===== config.mk =====
export PLATFORM = sky130hd
export DESIGN_NAME = sac_device_flat
export DESIGN_NICKNAME = d
export VERILOG_FILES = /design/src/sac_pkg.sv /design/src/sac_if.sv /design/src/sac_device.sv /design/src/sac_sync.sv /design/src/flat_wrapper.sv
export SDC_FILE = /design/constraint.sdc
export NUM_CORES = 1
export LEC_CHECK = 0
export BUFFER_PORTS_ARGS = -buffer_cell sky130_fd_sc_hd__buf_4
export CELL_PAD_IN_SITES_DETAIL_PLACEMENT = 2
export CELL_PAD_IN_SITES_GLOBAL_PLACEMENT = 2
export CORE_UTILIZATION = 35
export DETAILED_ROUTE_END_ITERATION = 16
export GPL_ROUTABILITY_DRIVEN = 0
export PLACE_DENSITY = 0.89
export SYNTH_ARGS = -nofsm -noshare
export SYNTH_HDL_FRONTEND = slang
export SYNTH_SLANG_ARGS = --single-unit

===== constraint.sdc =====
create_clock -name mclk -period 3.95 [get_ports mclk]
set_input_delay 0.1975 -clock mclk [delete_from_list [all_inputs] [get_ports mclk]]
set_output_delay 0.1975 -clock mclk [all_outputs]
set_load 0.1 [all_outputs]

===== src/sac_pkg.sv =====
// package: shared widths and timing constants for the converter control link
`default_nettype none
package sac_pkg;
	localparam int unsigned DATA_W        = 16;
	localparam int unsigned CLK_NS        = 20;
	// host convert pulse: least 40 ns, longest 7 us
	localparam int unsigned CONV_MIN_NS   = 40;
	localparam int unsigned CONV_MAX_NS   = 7000;
	localparam int unsigned CONV_MIN_CYC  = (CONV_MIN_NS + CLK_NS - 1) / CLK_NS;
	localparam int unsigned CONV_MAX_CYC  = CONV_MAX_NS / CLK_NS;
	// spacing between convert commands: least 10 us
	localparam int unsigned SPACE_NS      = 10000;
	localparam int unsigned SPACE_CYC     = (SPACE_NS + CLK_NS - 1) / CLK_NS;
	// setup of the non-triggering input: least 10 ns
	localparam int unsigned SETUP_NS      = 10;
	localparam int unsigned SETUP_CYC     = (SETUP_NS + CLK_NS - 1) / CLK_NS;
	// conversion span, default 8 us
	localparam int unsigned CONVT_NS      = 8000;
	localparam int unsigned CONVT_CYC     = CONVT_NS / CLK_NS;
	localparam int unsigned CNT_W         = 10;
	localparam logic [15:0] RESULT_RESET  = 16'h0000;
	localparam logic [15:0] SAMPLE_STEP   = 16'h0001;
endpackage : sac_pkg
`default_nettype wire


===== src/sac_if.sv =====
// interface: control lines, busy flag and three-state result bus
`default_nettype none
interface sac_if;
	logic        cs_n;       // chip select, active low
	logic        rc;         // read high, convert low
	logic        busy_n;     // conversion in progress, active low
	logic [15:0] result_out; // device drive value
	logic        result_oe;  // device drive enable
	logic [15:0] result_bus; // resolved bus level
	// a released bus shows the inverse of the last word, so a read of a released bus cannot pass
	assign result_bus = result_oe ? result_out : ~result_out;
	modport device (input cs_n, input rc, output busy_n, output result_out, output result_oe);
	modport host (output cs_n, output rc, input busy_n, input result_bus, input result_oe);
endinterface : sac_if
`default_nettype wire


===== src/sac_device.sv =====
// module: converter end, starts conversions and drives the result bus
`default_nettype none
// ---------------------------------------------------------------------------
// converter end
// ---------------------------------------------------------------------------
// Notes on behaviour
// - host holds convert low 40ns to 7us
// - busy low from start until result refreshed
// - result is 16-bit two's complement, msb top
// - convert commands ignored while busy low
// - busy rising edge strobes the new result
// - tracking resumes at end; space commands 10us
// - both lines low starts conversion, hold
// - host releases a line before busy rises
// - chip select and convert ORed, level sensitive
// - non-trigger input low 10ns earlier
// - select tied low: bus driven while read high
// - select high: no operation, bus released
// - select falls, convert low: start, bus off
// - convert falls, select low: start, bus off
// - idle read shows result of conversion n
// - select falls with read high: bus enabled
// - reading during conversion shows result n-1
module sac_device #(
	parameter int unsigned CONV_CYCLES = sac_pkg::CONVT_CYC
) (
	input  wire logic        mclk,
	input  wire logic        resetn,
	sac_if.device            link,
	input  wire logic [15:0] sample_in,
	output var  logic        sample_hold,
	output var  logic        conv_done
);
	// ---------------------------------------------------------------
	// local constants and types
	// ---------------------------------------------------------------
	localparam int unsigned      CNT_W      = sac_pkg::CNT_W;
	// counter reload; the span lasts CONV_CYCLES cycles, so zero is not a usable length
	localparam logic [CNT_W-1:0] COUNT_LOAD = CNT_W'(CONV_CYCLES - 1);
	localparam logic [CNT_W-1:0] COUNT_LAST = '0;

	// one-hot phase of the converter core
	typedef enum logic [1:0] {
		SAC_TRACK   = 2'h1, // input followed, sample and hold open
		SAC_CONVERT = 2'h2  // sample held, span counter running
	} sac_phase_t;

	// ---------------------------------------------------------------
	// decoding helpers
	// ---------------------------------------------------------------
	// level-sensitive start: both lines low while tracking, whichever fell first
	function automatic logic start_req(
		input sac_phase_t ph,
		input logic       cs_low,
		input logic       rc_low
	);
		return (ph == SAC_TRACK) && cs_low && rc_low;
	endfunction : start_req

	// last cycle of the span: the result register is refreshed here
	function automatic logic span_last(
		input sac_phase_t       ph,
		input logic [CNT_W-1:0] cnt
	);
		return (ph == SAC_CONVERT) && (cnt == COUNT_LAST);
	endfunction : span_last

	// bus enable: selected and in read mode; any other pair releases the bus
	function automatic logic read_enable(
		input logic cs_low,
		input logic rc_high
	);
		return cs_low && rc_high;
	endfunction : read_enable

	// ---------------------------------------------------------------
	// signals
	// ---------------------------------------------------------------
	logic             cs_s;    // synchronised chip select, active low
	logic             rc_s;    // synchronised read/convert
	sac_phase_t       phase;   // converter phase
	logic             busy;    // conversion in progress
	logic [CNT_W-1:0] count;   // cycles left in the span
	logic [15:0]      result;  // result register, conversion n-1 until refreshed
	logic             start;   // start accepted this cycle
	logic             last;    // final span cycle
	logic             read_on; // bus enable request

	// ---------------------------------------------------------------
	// control line synchronisers
	// ---------------------------------------------------------------
	// idle level is high on both lines, so no false start follows reset
	sac_sync #(
		.INIT   (1'b1)
	) u_cs (
		.mclk   (mclk),
		.resetn (resetn),
		.d      (link.cs_n),
		.q      (cs_s)
	);

	sac_sync #(
		.INIT   (1'b1)
	) u_rc (
		.mclk   (mclk),
		.resetn (resetn),
		.d      (link.rc),
		.q      (rc_s)
	);

	// ---------------------------------------------------------------
	// start and end decoding
	// ---------------------------------------------------------------
	// commands while converting fail the phase test and are ignored
	assign busy    = phase == SAC_CONVERT;
	assign start   = start_req(phase, !cs_s, !rc_s);
	assign last    = span_last(phase, count);
	assign read_on = read_enable(!cs_s, rc_s);

	// ---------------------------------------------------------------
	// conversion phase and span counter
	// ---------------------------------------------------------------
	// a start still held when the span ends re-triggers at once; that
	// conversion has no fresh sample, so the host must release a line first
	always_ff @(posedge mclk or negedge resetn)
	begin
		if (!resetn)
		begin
			phase <= SAC_TRACK;
		end
		else if (start)
		begin
			phase <= SAC_CONVERT;
		end
		else if (last)
		begin
			phase <= SAC_TRACK; // released on the same edge as the result update
		end
	end

	// span counter: loaded at start, counts down to the last cycle
	always_ff @(posedge mclk or negedge resetn)
	begin
		if (!resetn)
		begin
			count <= COUNT_LAST;
		end
		else if (start)
		begin
			count <= COUNT_LOAD;
		end
		else if (busy && count != COUNT_LAST)
		begin
			count <= count - 1'b1;
		end
	end

	// ---------------------------------------------------------------
	// sample, result and completion
	// ---------------------------------------------------------------
	// sample and hold: held from start, tracking again once the span ends
	always_ff @(posedge mclk or negedge resetn)
	begin
		if (!resetn)
		begin
			sample_hold <= 1'b0;
		end
		else if (start)
		begin
			sample_hold <= 1'b1;
		end
		else if (last)
		begin
			sample_hold <= 1'b0; // tracking again
		end
	end

	// result refreshed on the last cycle only, so reads in flight see n-1
	always_ff @(posedge mclk or negedge resetn)
	begin
		if (!resetn)
		begin
			result <= sac_pkg::RESULT_RESET;
		end
		else if (last)
		begin
			result <= sample_in; // two's complement passed straight through
		end
	end

	// completion pulse, one cycle, in step with the busy release
	always_ff @(posedge mclk or negedge resetn)
	begin
		if (!resetn)
		begin
			conv_done <= 1'b0;
		end
		else
		begin
			conv_done <= last;
		end
	end

	// ---------------------------------------------------------------
	// link outputs
	// ---------------------------------------------------------------
	// busy low from the start edge through the last span cycle; it rises on the
	// edge that presents the new word, so the host may strobe on that edge
	always_ff @(posedge mclk or negedge resetn)
	begin
		if (!resetn)
		begin
			link.busy_n <= 1'b1;
		end
		else
		begin
			link.busy_n <= !(start || (busy && !last));
		end
	end

	// bus enable from the synchronised lines; three cycles behind the pins
	always_ff @(posedge mclk or negedge resetn)
	begin
		if (!resetn)
		begin
			link.result_oe <= 1'b0;
		end
		else
		begin
			link.result_oe <= read_on;
		end
	end

	// drive word: the fresh result on the last cycle, the kept one otherwise
	always_ff @(posedge mclk or negedge resetn)
	begin
		if (!resetn)
		begin
			link.result_out <= sac_pkg::RESULT_RESET;
		end
		else
		begin
			link.result_out <= last ? sample_in : result;
		end
	end
endmodule : sac_device
`default_nettype wire


===== src/sac_sync.sv =====
// module: two-flop synchroniser for single-bit inputs
`default_nettype none
module sac_sync #(
	parameter logic INIT = 1'b1
) (
	input  wire logic mclk,
	input  wire logic resetn,
	input  wire logic d,
	output var  logic q
);
	logic stage1;

	// first flop is read only by the second
	always_ff @(posedge mclk or negedge resetn)
	begin
		if (!resetn)
		begin
			stage1 <= INIT;
			q      <= INIT;
		end
		else
		begin
			stage1 <= d;
			q      <= stage1;
		end
	end
endmodule : sac_sync
`default_nettype wire


===== src/flat_wrapper.sv =====
// flat-port wrapper written by rule: the top's interface ports become plain ports
module sac_device_flat 
#(
	parameter int unsigned CONV_CYCLES = sac_pkg::CONVT_CYC
)
  (mclk, resetn, sample_in, sample_hold, conv_done, link_cs_n, link_rc, link_busy_n, link_result_out, link_result_oe);
  sac_if link_i ();
  input  wire logic mclk;
  input  wire logic resetn;
  input  wire logic [15:0] sample_in;
  output var  logic sample_hold;
  output var  logic conv_done;
  input wire logic [$bits(link_i.cs_n)-1:0] link_cs_n;
  input wire logic [$bits(link_i.rc)-1:0] link_rc;
  output wire logic [$bits(link_i.busy_n)-1:0] link_busy_n;
  output wire logic [$bits(link_i.result_out)-1:0] link_result_out;
  output wire logic [$bits(link_i.result_oe)-1:0] link_result_oe;
  assign link_i.cs_n = link_cs_n;
  assign link_i.rc = link_rc;
  assign link_busy_n = link_i.busy_n;
  assign link_result_out = link_i.result_out;
  assign link_result_oe = link_i.result_oe;
  sac_device #(.CONV_CYCLES(CONV_CYCLES)) u_core (.mclk(mclk), .resetn(resetn), .link(link_i), .sample_in(sample_in), .sample_hold(sample_hold), .conv_done(conv_done));
endmodule

==> results of run 1 <==
==> stage by stage <==
stage	utilization [%]	power, mW	setup slack, ns
finish	47.2	0.651	1.22
global route	47.2	0.669	1.05
CTS	47.2	0.659	1.20
detailed placement	44.9	0.399	1.24
global placement	44.9	0.397	1.38
floorplan	-	0.375	1.70
==> state kept, by name, summed over array words and instances, names as in the netlist <==
signal and cells:
u_core.link.result_out 16, u_core.phase 2, u_core.u_rc.stage1 1, u_core.link.result_oe 1, u_core.count 10, u_core.u_cs.stage1 1, u_core.u_cs.q 1, u_core.conv_done 1
u_core.u_rc.q 1, u_core.link.busy_n 1
==> kinds of logic (layout without fill, tap and decap cells) <==
family / count (synthesis) / in the layout / synth area share, %
xor gates and xnor gates: 1 / 1 / 0.584
and+or+nand+nor: 38 / 38 / 15.3
buffers and inverters: 5 / 51 / 2.84
AOI/OAI and AO/OA: 15 / 15 / 6.43
DFF: 35 / 35 / 58.9
adders and majority gates: 1 / 1 / 0.835
muxes: 18 / 18 / 15.1
==> power groups by stage <==
stage / Combinational [mW] / Clock, mW / Sequential [mW]
floorplan: 0.000809 / 0 / 0.374
global placement: 0.0264 / 0 / 0.370
detailed placement: 0.0277 / 0 / 0.371
CTS: 0.0288 / 0.266 / 0.364
global route: 0.0307 / 0.274 / 0.364
finish: 0.0282 / 0.258 / 0.364
==> timing repair <==
action	in CTS	in global routing
buffers inserted	0	0
endpoints found under the hold margin	29	0
hold buffers	1	0
==> final timing paths <==
| path | end | slack [ns] | depth (start not counted) |
|---|---|---|---|
| max in group asynchronous | u_core.link.busy_n | 3.21 | 2 |
| setup reg to reg | u_core.link.result_out[13] | 1.22 | 6 |
| min in group asynchronous | u_core.count[9] | 0.39 | 2 |
| hold / removal | u_core.u_cs.stage1 | 0.004 | 1 |
| setup / recovery | u_core.link.result_out[13] | 1.22 | 6 |
| hold reg to reg | u_core.u_cs.q | 0.37 | 0 |
==> critical path, delay by kind of cell (launching register included) <==
family | cells | cell delay, ns
adder cells (fa/ha/maj) | 1 | 0.15
AND/OR/NAND/NOR | 3 | 1.54
flip-flops | 1 | 0.41
multiplexers | 1 | 0.44
buffers and inverters | 1 | 0.07
==> area by class of cell <==
| cell class | instances | share of cell area (%) |
|---|---|---|
| clock buffers | 7 | 3.99 |
| clock inverters | 1 | 0.261 |
| inverters | 3 | 0.588 |
| multi-input cells | 73 | 29.9 |
| flip-flops and latches | 35 | 46.1 |
| well taps | 50 | 3.27 |
| repair buffers | 40 | 15.8 |
==> routing by layer <==
layer | vias to the layer above | global-route usage (%)
met5 | - | 0
met2 | 43 | 39.9
met3 | 5 | 7.77
met4 | 0 | 7.98
met1 | 569 | 22.9
li1 | 498 | -
==> cells in the mapped netlist, drive strengths merged <==
cell	n	share of area (%)
a2111oi	1	0.58
a21oi	2	0.67
a31oi	2	0.83
and3	1	0.42
buf	2	2.1
dfrtp	29	48
dfstp	6	11
ha	1	0.83
inv	3	0.75
mux2	16	14
mux2i	2	1.3
nand2	8	2.0
nand2b	1	0.42
nand3	3	1.0
nand3b	2	1.0
nor2	5	1.3
nor2b	4	1.8
nor3	4	1.3
nor4	3	2.3
nor4b	2	1.2
o211ai	3	1.5
o21a	2	1.0
o21ai	4	1.3
o31ai	1	0.50
or3	4	2.0
or4	1	0.58
xnor2	1	0.58
==> run metrics, run 1 <==
status=finished, final reports clean; Clock Tree Root=clkbuf_8; Slew headroom=30.7%; Least-Margin Pin Slew=1.03 ns; CTS tree=built; Clk Latency, worst-skew pair=0.30 ns; initial antenna violation count=0; total negative slack=0 ns; Tcrit/Tclk final=69.1%; crit path kind=register to register; worst path arrival time=2.91 ns; Worst path max stage delay=0.88 ns; maximum clock frequency=around 0.37 GHz; Min-Delay Startpoint=link_cs_n; antenna-violating nets left=0; WL met1=1600 um; part of the power in combinational logic=4.3%; Core ar.=4060 sq um; WP data required=~4.1 ns; sequential standard cell area=a little under 900 sq um; Psw=between 0.15 and 0.2 mW; leakage=0.937 nW; I/O pin cnt=40; crit-path cells=inv_1 -> ha_1 -> nor2b_1 -> nand3b_1 -> nor2b_2 -> mux2_2; post-CTS sizing=0; port buffer count=39; fin cells=209; post-route cell area=1910 sq um; RSZ-0062 raised after global routing=false; Yosys cell types=32; Die W=67.4 um; total of max-cap violations=0; # diodes=0; initial detailed-routing violation count=slightly above 40; GRT Total Usage=~22%; Flop pwr share=56.0%; Initial Util=36.9%; DRC Markers=0; Worst-path clk slew=0.07 ns; Worst path slowest cell=nor2b_2; clock skew=0.00242 ns; PD cells=340 nW/um^2; share of cells above drive strength 1=44.7%; most frequent cells in the layout=buf_4 (39), dfrtp_1 (29), mux2_2 (9), nand2_1 (8), mux2_4 (7); register area share after synthesis=58.9%; Overflow after GRT=0; routed wire length=between 4000 and 5000 um; Hold Crit Class=primary input to register; uppermost layer routed=met4; Warnings, synthesis=0; most common cell after layout, fill and taps aside=buf_4; Worst setup EP type=register; Clock power frac=39.7%; met3 wire length=280 um; vias in the first global route=around 1300; die height=67.4 um; footprint of the multi-input gates=roughly 570 sq um; Cell Area, Placed=around 1800 sq um; post-layout min period=approximately 2.7 ns; syn avg cell area=13.3 sq um; die area=approximately 4500 sq um; H-tree levels=2; 1st-pass router iterations=5; P&R area growth vs syn=27.7%; CTS Buf Count=5; VDD IR max=0.272 mV; cell area after synthesis=1500 sq um; synthesis-stage register bit count=35; Switching Fraction=a little under a quarter; vias=1115; Placed Cells=200; first-pass GRT wire length=6830 um; Vias per Instance=approximately 5.3; syn nets=134; Rows=23; internal power=~0.5 mW; crit path from=u_core.count[0]; fill count=378; Hold WS=0.00371 ns; post-layout net count=~180; Synth Instances=113; type of origin of the critical path=register; drt wl/cell=20.6 um; CTS Sinks=35; Final HPWL DP=about 3000 um; crit-path max FO=19; final hold viol count=0; Max clock buf depth=2; Slew Viols, Final=0; largest net degree at the start of global routing=36; Reg-to-Reg Start=u_core.count[0]; WL met2=2350 um; Setup violations, final=0
Power figures use the tool's default switching activity.
==> run 2, diff against run 1 <==
--- a/config.mk
+++ b/config.mk
@@ -5,13 +5,14 @@
 export SDC_FILE = /design/constraint.sdc
 export NUM_CORES = 1
 export LEC_CHECK = 0
+export ABC_AREA = 1
 export BUFFER_PORTS_ARGS = -buffer_cell sky130_fd_sc_hd__buf_4
 export CELL_PAD_IN_SITES_DETAIL_PLACEMENT = 2
 export CELL_PAD_IN_SITES_GLOBAL_PLACEMENT = 2
-export CORE_UTILIZATION = 35
+export CORE_UTILIZATION = 27
 export DETAILED_ROUTE_END_ITERATION = 16
 export GPL_ROUTABILITY_DRIVEN = 0
-export PLACE_DENSITY = 0.89
+export PLACE_DENSITY = 0.83
 export SYNTH_ARGS = -nofsm -noshare
 export SYNTH_HDL_FRONTEND = slang
 export SYNTH_SLANG_ARGS = --single-unit
==> constraint.sdc (replaced) <==
create_clock -name mclk -period 2.5 [get_ports mclk]
set_input_delay 0.125 -clock mclk [delete_from_list [all_inputs] [get_ports mclk]]
set_output_delay 0.125 -clock mclk [all_outputs]
set_load 0.1 [all_outputs]
==> run 2 against run 1 <==
Count of clock-buffer cells in the layout fell by 2. Sequential power up 58%. Global-route usage decreased by 4.7 points. Via count grew 20%. Final cell count up 41%. Largest power group unchanged.
==> run metrics, run 2 <==
internal power=around 0.89 mW; Flop pwr share=50.3%; number of flip-flops in the largest register=16; leakage=1.01 nW; Async S/R FF share, synth=100%; Largest delay share family, worst path=simple AND/OR/NAND/NOR gates; total of max-cap violations=0; die area=5960 sq um; Switching Fraction=21.8%; worst path buffer plus inverter count=2; Clock Tree Root=clkbuf_8; syn nets=a little under 200; share of cells above drive strength 1=27.9%; Slew headroom=69.4%; CTS Buf Count=5; VDD IR max=0.209 mV; cell area after synthesis=1530 sq um; I/O pin cnt=40; Initial Util=27.9%; WP data required=between 2 and 3 ns; post-synth top area cell=dfrtp_1; Core ar.=5470 sq um; Yosys cell types=21; Final HPWL DP=3190 um; Worst path max stage delay=0.39 ns; most frequent cells in the layout=nand2_1 (77), buf_4 (39), dfrtp_1 (29), inv_1 (14), nor2_1 (12); Reg with most FFs=u_core.link.result_out; Slew Viols, Final=0; final hold viol count=0; antenna-violating nets left=0; H-tree levels=2; status=finished, final reports clean; total negative slack=0 ns; DRC Markers=0; Vias per Instance=approximately 4.6; maximum clock frequency=between 0.5 and 0.6 GHz; CTS Sinks=35; crit-path max FO=19; Rows=27; initial detailed-routing violation count=38; PD cells=562 nW/um^2; Warnings, synthesis=0; Max clock buf depth=2; Crit path top cell by count=nand2_1; footprint of the multi-input gates=558 sq um; register area share after synthesis=57.9%; post-layout min period=1.82 ns; fill count=629; Least-Margin Pin Slew=0.458 ns; Setup violations, final=0; crit path kind=register to register; routed wire length=roughly 4500 um; RSZ-0062 raised after global routing=false; Overflow after GRT=0; most common cell after layout, fill and taps aside=nand2_1; type of origin of the critical path=register; initial antenna violation count=0; Synth Instances=174; Worst setup EP type=register; worst path arrival time=2.02 ns; Die W=77.2 um; Tcrit/Tclk final=between 70% and 80%; sequential standard cell area=between 800 and 900 sq um; syn avg cell area=just under 9 sq um; synthesis-stage register bit count=35; crit-path cells=inv_1 -> ha_1 -> nand2_2 -> nor2_4 -> nand2_4 -> nor2_8 -> inv_4 -> nand2_1 -> nand2_1; Hold Crit Class=primary input to register; Psw=~0.25 mW; Power, Total=about 1.1 mW; Clock power frac=45.6%; vias in the first global route=1520; 1st-pass router iterations=4; drt wl/cell=15.4 um; GRT Total Usage=between 10% and 20%; Synth top cells by count=nand2_1 (77), dfrtp_1 (29), inv_1 (14); Worst path slowest cell=dfrtp_1; clock skew=between 0.01 and 0.015 ns; EDFF count, synth=0; count leader, synth=nand2_1; die height=77.2 um; Synth area leaders=dfrtp_1 (48%), nand2_1 (19%), dfstp_2 (10%); vias=1338; Worst-path clk slew=approximately 0.080 ns; # diodes=0; CTS tree=built; Clk Latency, worst-skew pair=0.30 ns; port buffer count=39; first-pass GRT wire length=approximately 7700 um; post-layout net count=~240; ys flop type=dfrtp_1; P&R area growth vs syn=33.0%; Largest regs=u_core.link.result_out (16), u_core.count (10), u_core.phase (2); part of the power in combinational logic=4.1%; post-synth top area share=~48%; largest net degree at the start of global routing=36
run 2: changes by cell type after synthesis, moves of 3 or more:
cell,previous run,this run
or3_1,3,0
nor2b_1,3,0
nor2_1,5,12
inv_1,3,14
nand4_1,0,5
o21ai_0,4,7
nor3_1,4,0
mux2_4,7,0
nand3_1,3,9
mux2_2,9,0
o211ai_1,3,0
nand2_1,8,77
run 2: tightest hold or removal path: stages:
cell and delay, ns:
buf_4 0.08, nand2_1 0.04, nand2_1 0.05
run 2: kinds of logic (layout without fill, tap and decap cells):
logic type                 Yosys count  in the layout  share of synthesized area [%]
AOI/OAI and AO/OA                    9              9                           3.69
DFF                                 35             35                           57.9
buffers and inverters               18             66                           5.57
xor gates and xnor gates             2              2                           1.15
adders and majority gates            1              1                          0.820
and+or+nand+nor                    109            109                           30.9
run 2: path summary, 6_finish.rpt:
check | slack [ns] | end | start | depth (start not counted)
max | 0.68 | u_core.link.result_out[14] | u_core.count[0] | 9
min | 0.03 | u_core.link.result_out[7] | sample_in[7] | 3
max reg2reg | 0.68 | u_core.link.result_out[14] | u_core.count[0] | 9
min reg2reg | 0.36 | u_core.u_cs.q | u_core.u_cs.stage1 | 0
max in group asynchronous | 1.82 | u_core.link.busy_n | resetn | 2
min in group asynchronous | 0.33 | u_core.link.result_out[1] | resetn | 2
run 2: per-stage QoR:
stage / worst slack, ns / util (%) / hold slack [ns] / instances / cell area, sq um
floorplan: 0.594 / - / -0.171 / 174 / 1530
CTS: 0.645 / 37.1 / 0.0213 / 294 / 2030
finish: 0.676 / 37.1 / 0.0271 / 294 / 2030
detailed placement: 0.718 / 34.5 / 0.108 / 283 / 1890
global placement: 0.845 / 34.5 / 0.111 / 283 / 1890
global route: 0.527 / 37.1 / 0.0358 / 294 / 2030
run 2: power by group through the flow:
stage	Combinational [mW]	Sequential [mW]	Clock, mW
5_1_grt	0.0514	0.574	0.557
3_5_place_dp	0.0436	0.585	0
2_1_floorplan	0.000949	0.591	0
4_1_cts	0.0478	0.574	0.536
6_report	0.0464	0.574	0.521
3_3_place_gp	0.0438	0.585	0
run 2: cell type report:
type	instances	area share [%]
clock buffers	5	3.39
clock inverters	3	2.16
repair buffers	42	15.9
well taps	72	4.44
inverters	16	3.08
multi-input cells	121	27.5
flip-flops and latches	35	43.5
run 2: what timing repair did:
action / CTS / global route
setup buffers: 0 / 0
hold endpoints to repair: 31 / 0
hold buffers: 3 / 0
gates resized for setup: 0 / 0
run 2: per-layer routing:
layer / global-route usage [%] / vias to the layer above / part of all wire (%)
met2: 31.1 / 19 / 54
met5: 0 / - / 0
met3: 2.86 / 8 / 2.2
met1: 19.6 / 676 / 42
met4: 7.36 / 0 / 1.9
li1: - / 635 / -
==> run 3, diff against run 2 <==
--- a/config.mk
+++ b/config.mk
@@ -9,10 +9,10 @@
 export BUFFER_PORTS_ARGS = -buffer_cell sky130_fd_sc_hd__buf_4
 export CELL_PAD_IN_SITES_DETAIL_PLACEMENT = 2
 export CELL_PAD_IN_SITES_GLOBAL_PLACEMENT = 2
-export CORE_UTILIZATION = 27
+export CORE_UTILIZATION = 30
 export DETAILED_ROUTE_END_ITERATION = 16
 export GPL_ROUTABILITY_DRIVEN = 0
-export PLACE_DENSITY = 0.83
+export PLACE_DENSITY = 0.87
 export SYNTH_ARGS = -nofsm -noshare
 export SYNTH_HDL_FRONTEND = slang
 export SYNTH_SLANG_ARGS = --single-unit
==> constraint.sdc (replaced) <==
create_clock -name mclk -period 1.7 [get_ports mclk]
set_input_delay 0.085 -clock mclk [delete_from_list [all_inputs] [get_ports mclk]]
set_output_delay 0.085 -clock mclk [all_outputs]
set_load 0.1 [all_outputs]
==> run 3 against run 2 <==
Global-route usage rose by 6.8 points. Register-to-register slack worse by 0.61 ns. First-iteration DRC count increased by 45%. Core utilization is 7.7 points higher. Clock power grew 20%.
==> run metrics, run 3 (synthesis results as in run 2) <==
status=finished, final reports clean; most frequent cells in the layout=nand2_1 (76), buf_4 (44), dfrtp_1 (28), inv_1 (13), dlygate4sd3_1 (12); Worst path slowest cell=dfstp_2; clock skew=0.0102 ns; fill count=540; Reg with most FFs=u_core.link.result_out; number of flip-flops in the largest register=16; Placed Cells=283; R2R depth=7; Setup violations, final=0; Final HPWL DP=3390 um; most common cell after layout, fill and taps aside=nand2_1; reg-to-reg setup timing slack=0.07 ns; Power, Total=around 1.6 mW; hold path endpoint=u_core.link.result_out[8]; Overflow after GRT=0; Worst path max stage delay=~0.56 ns; CTS Sinks=35; Reg-to-Reg Start=u_core.phase[0]; crit path kind=register to register; initial detailed-routing violation count=55; die area=5380 sq um; final hold viol count=0; share of cells above drive strength 1=31.2%; # diodes=0; Initial Util=31.7%; die height=73.3 um; Worst-path clk slew=0.08 ns; drt wl/cell=18.7 um; type of origin of the critical path=register; routed wire length=about 5700 um; Clk Latency, worst-skew pair=0.29 ns; CTS Buf Count=5; H-tree levels=2; Largest regs=u_core.link.result_out (16), u_core.count (10), u_core.phase (2); Worst setup EP type=register; fin cells=just over 300; Vias per Instance=~4.7; worst path buffer plus inverter count=2; GRT Total Usage=23.9%; first-pass GRT wire length=9130 um; post-layout net count=257; Slew headroom=69.6%; Hold Crit Class=primary input to register; Least-Margin Pin Slew=0.456 ns; Clock Tree Root=clkbuf_8; DRC Markers=0; initial antenna violation count=0; Critical R2R Capture=u_core.count[7]; VDD IR max=0.304 mV; maximum clock frequency=0.612 GHz; crit-path max FO=8; Die W=73.3 um; Tcrit/Tclk final=a little over nine tenths; Core ar.=approximately 4800 sq um; post-layout min period=around 1.6 ns; hold path depth=3; total of max-cap violations=0; Largest delay share family, worst path=simple AND/OR/NAND/NOR gates; vias in the first global route=1672; 1st-pass router iterations=4; WP data required=1.86 ns; worst path arrival time=1.79 ns; Max clock buf depth=2; crit-path cells=inv_1 -> nand2_1 -> inv_1 -> nand2_2 -> nand2_4 -> nand2_1 -> o21ai_1; CTS tree=built; antenna-violating nets left=0; leakage=1.06 nW; port buffer count=39; PD cells=around 720 nW/um^2; vias=1415; Min-Delay Startpoint=sample_in[8]; P&R area growth vs syn=41.3%; I/O pin cnt=40; largest net degree at the start of global routing=36; Rows=25; Slew Viols, Final=0
## run 3: cell count changes in the layout (fill, tap and decap cells not counted), moves of 2 or more
| cell | previous run | this run |
|---|---|---|
| dlygate4sd3_1 | 3 | 12 |
| buf_4 | 39 | 44 |
| nor2_1 | 12 | 10 |
| nor2_2 | 1 | 3 |
| o21ai_0 | 7 | 5 |
## run 3: worst max-delay path by stage
stage                               start                    endpoint  depth (start not counted)
final                     u_core.phase[0]             u_core.count[7]                          7
after global routing      u_core.count[1]   u_core.link.result_out[6]                          9
after CTS                 u_core.count[0]             u_core.count[2]                          9
after detailed placement  u_core.count[0]             u_core.count[6]                         10
after global placement    u_core.count[0]             u_core.count[3]                          9
after floorplan           u_core.phase[1]  u_core.link.result_out[10]                          6
## run 3: power by group
part           switching, mW  internal [mW]
Clock                  0.338          0.287
Combinational         0.0393         0.0475
Sequential           0.00296          0.842
Total                  0.380           1.18
## run 3: layer usage
layer | share of wire (%) | global-route usage (%) | vias up | wire [um]
met4 | 2.9 | 10.5 | 0 | 165
met2 | 53 | 43.4 | 28 | 3020
met1 | 41 | 27.5 | 713 | 2350
li1 | - | - | 663 | -
met3 | 2.8 | 4.25 | 11 | 157
met5 | 0 | 0 | - | 0
## run 3: what timing repair did
| item | CTS | global route |
|---|---|---|
| hold buffers | 12 | 0 |
| setup endpoints to repair | 6 | 24 |
| endpoints found under the hold margin | 40 | 0 |
| resized for setup | 1 | 10 |
| pin swaps | 0 | 1 |
| buffers inserted | 0 | 1 |
## run 3: worst min-delay path, stage by stage
cell and delay, ns:
buf_4 0.08, nand2_1 0.04, nand2_1 0.06
## run 3: layout make-up
class | instances | area, sq um | share of cell area (%)
Sequential cell | 35 | 885 | 41.0
Timing Repair Buffer | 57 | 462 | 21.4
Inverter | 16 | 65.1 | 3.02
Clock buffer | 6 | 72.6 | 3.36
Clock inverter | 2 | 12.5 | 0.580
Tap cell | 67 | 83.8 | 3.89
Multi-Input combinational cell | 121 | 577 | 26.7
## run 3: through the flow
stage | instance area [sq um] | utilization, % | worst slack [ns] | TNS [ns] | hold WS, ns
floorplan | 1530 | - | 0.132 | 0 | -0.211
global placement | 1920 | 39.8 | 0.167 | 0 | 0.0644
detailed placement | 1920 | 39.8 | 0.0597 | 0 | 0.0661
CTS | 2130 | 44.2 | 0.0161 | 0 | 0.00112
global route | 2160 | 44.8 | -0.00412 | -0.00412 | 0.0125
finish | 2160 | 44.8 | 0.0658 | 0 | 0.00219
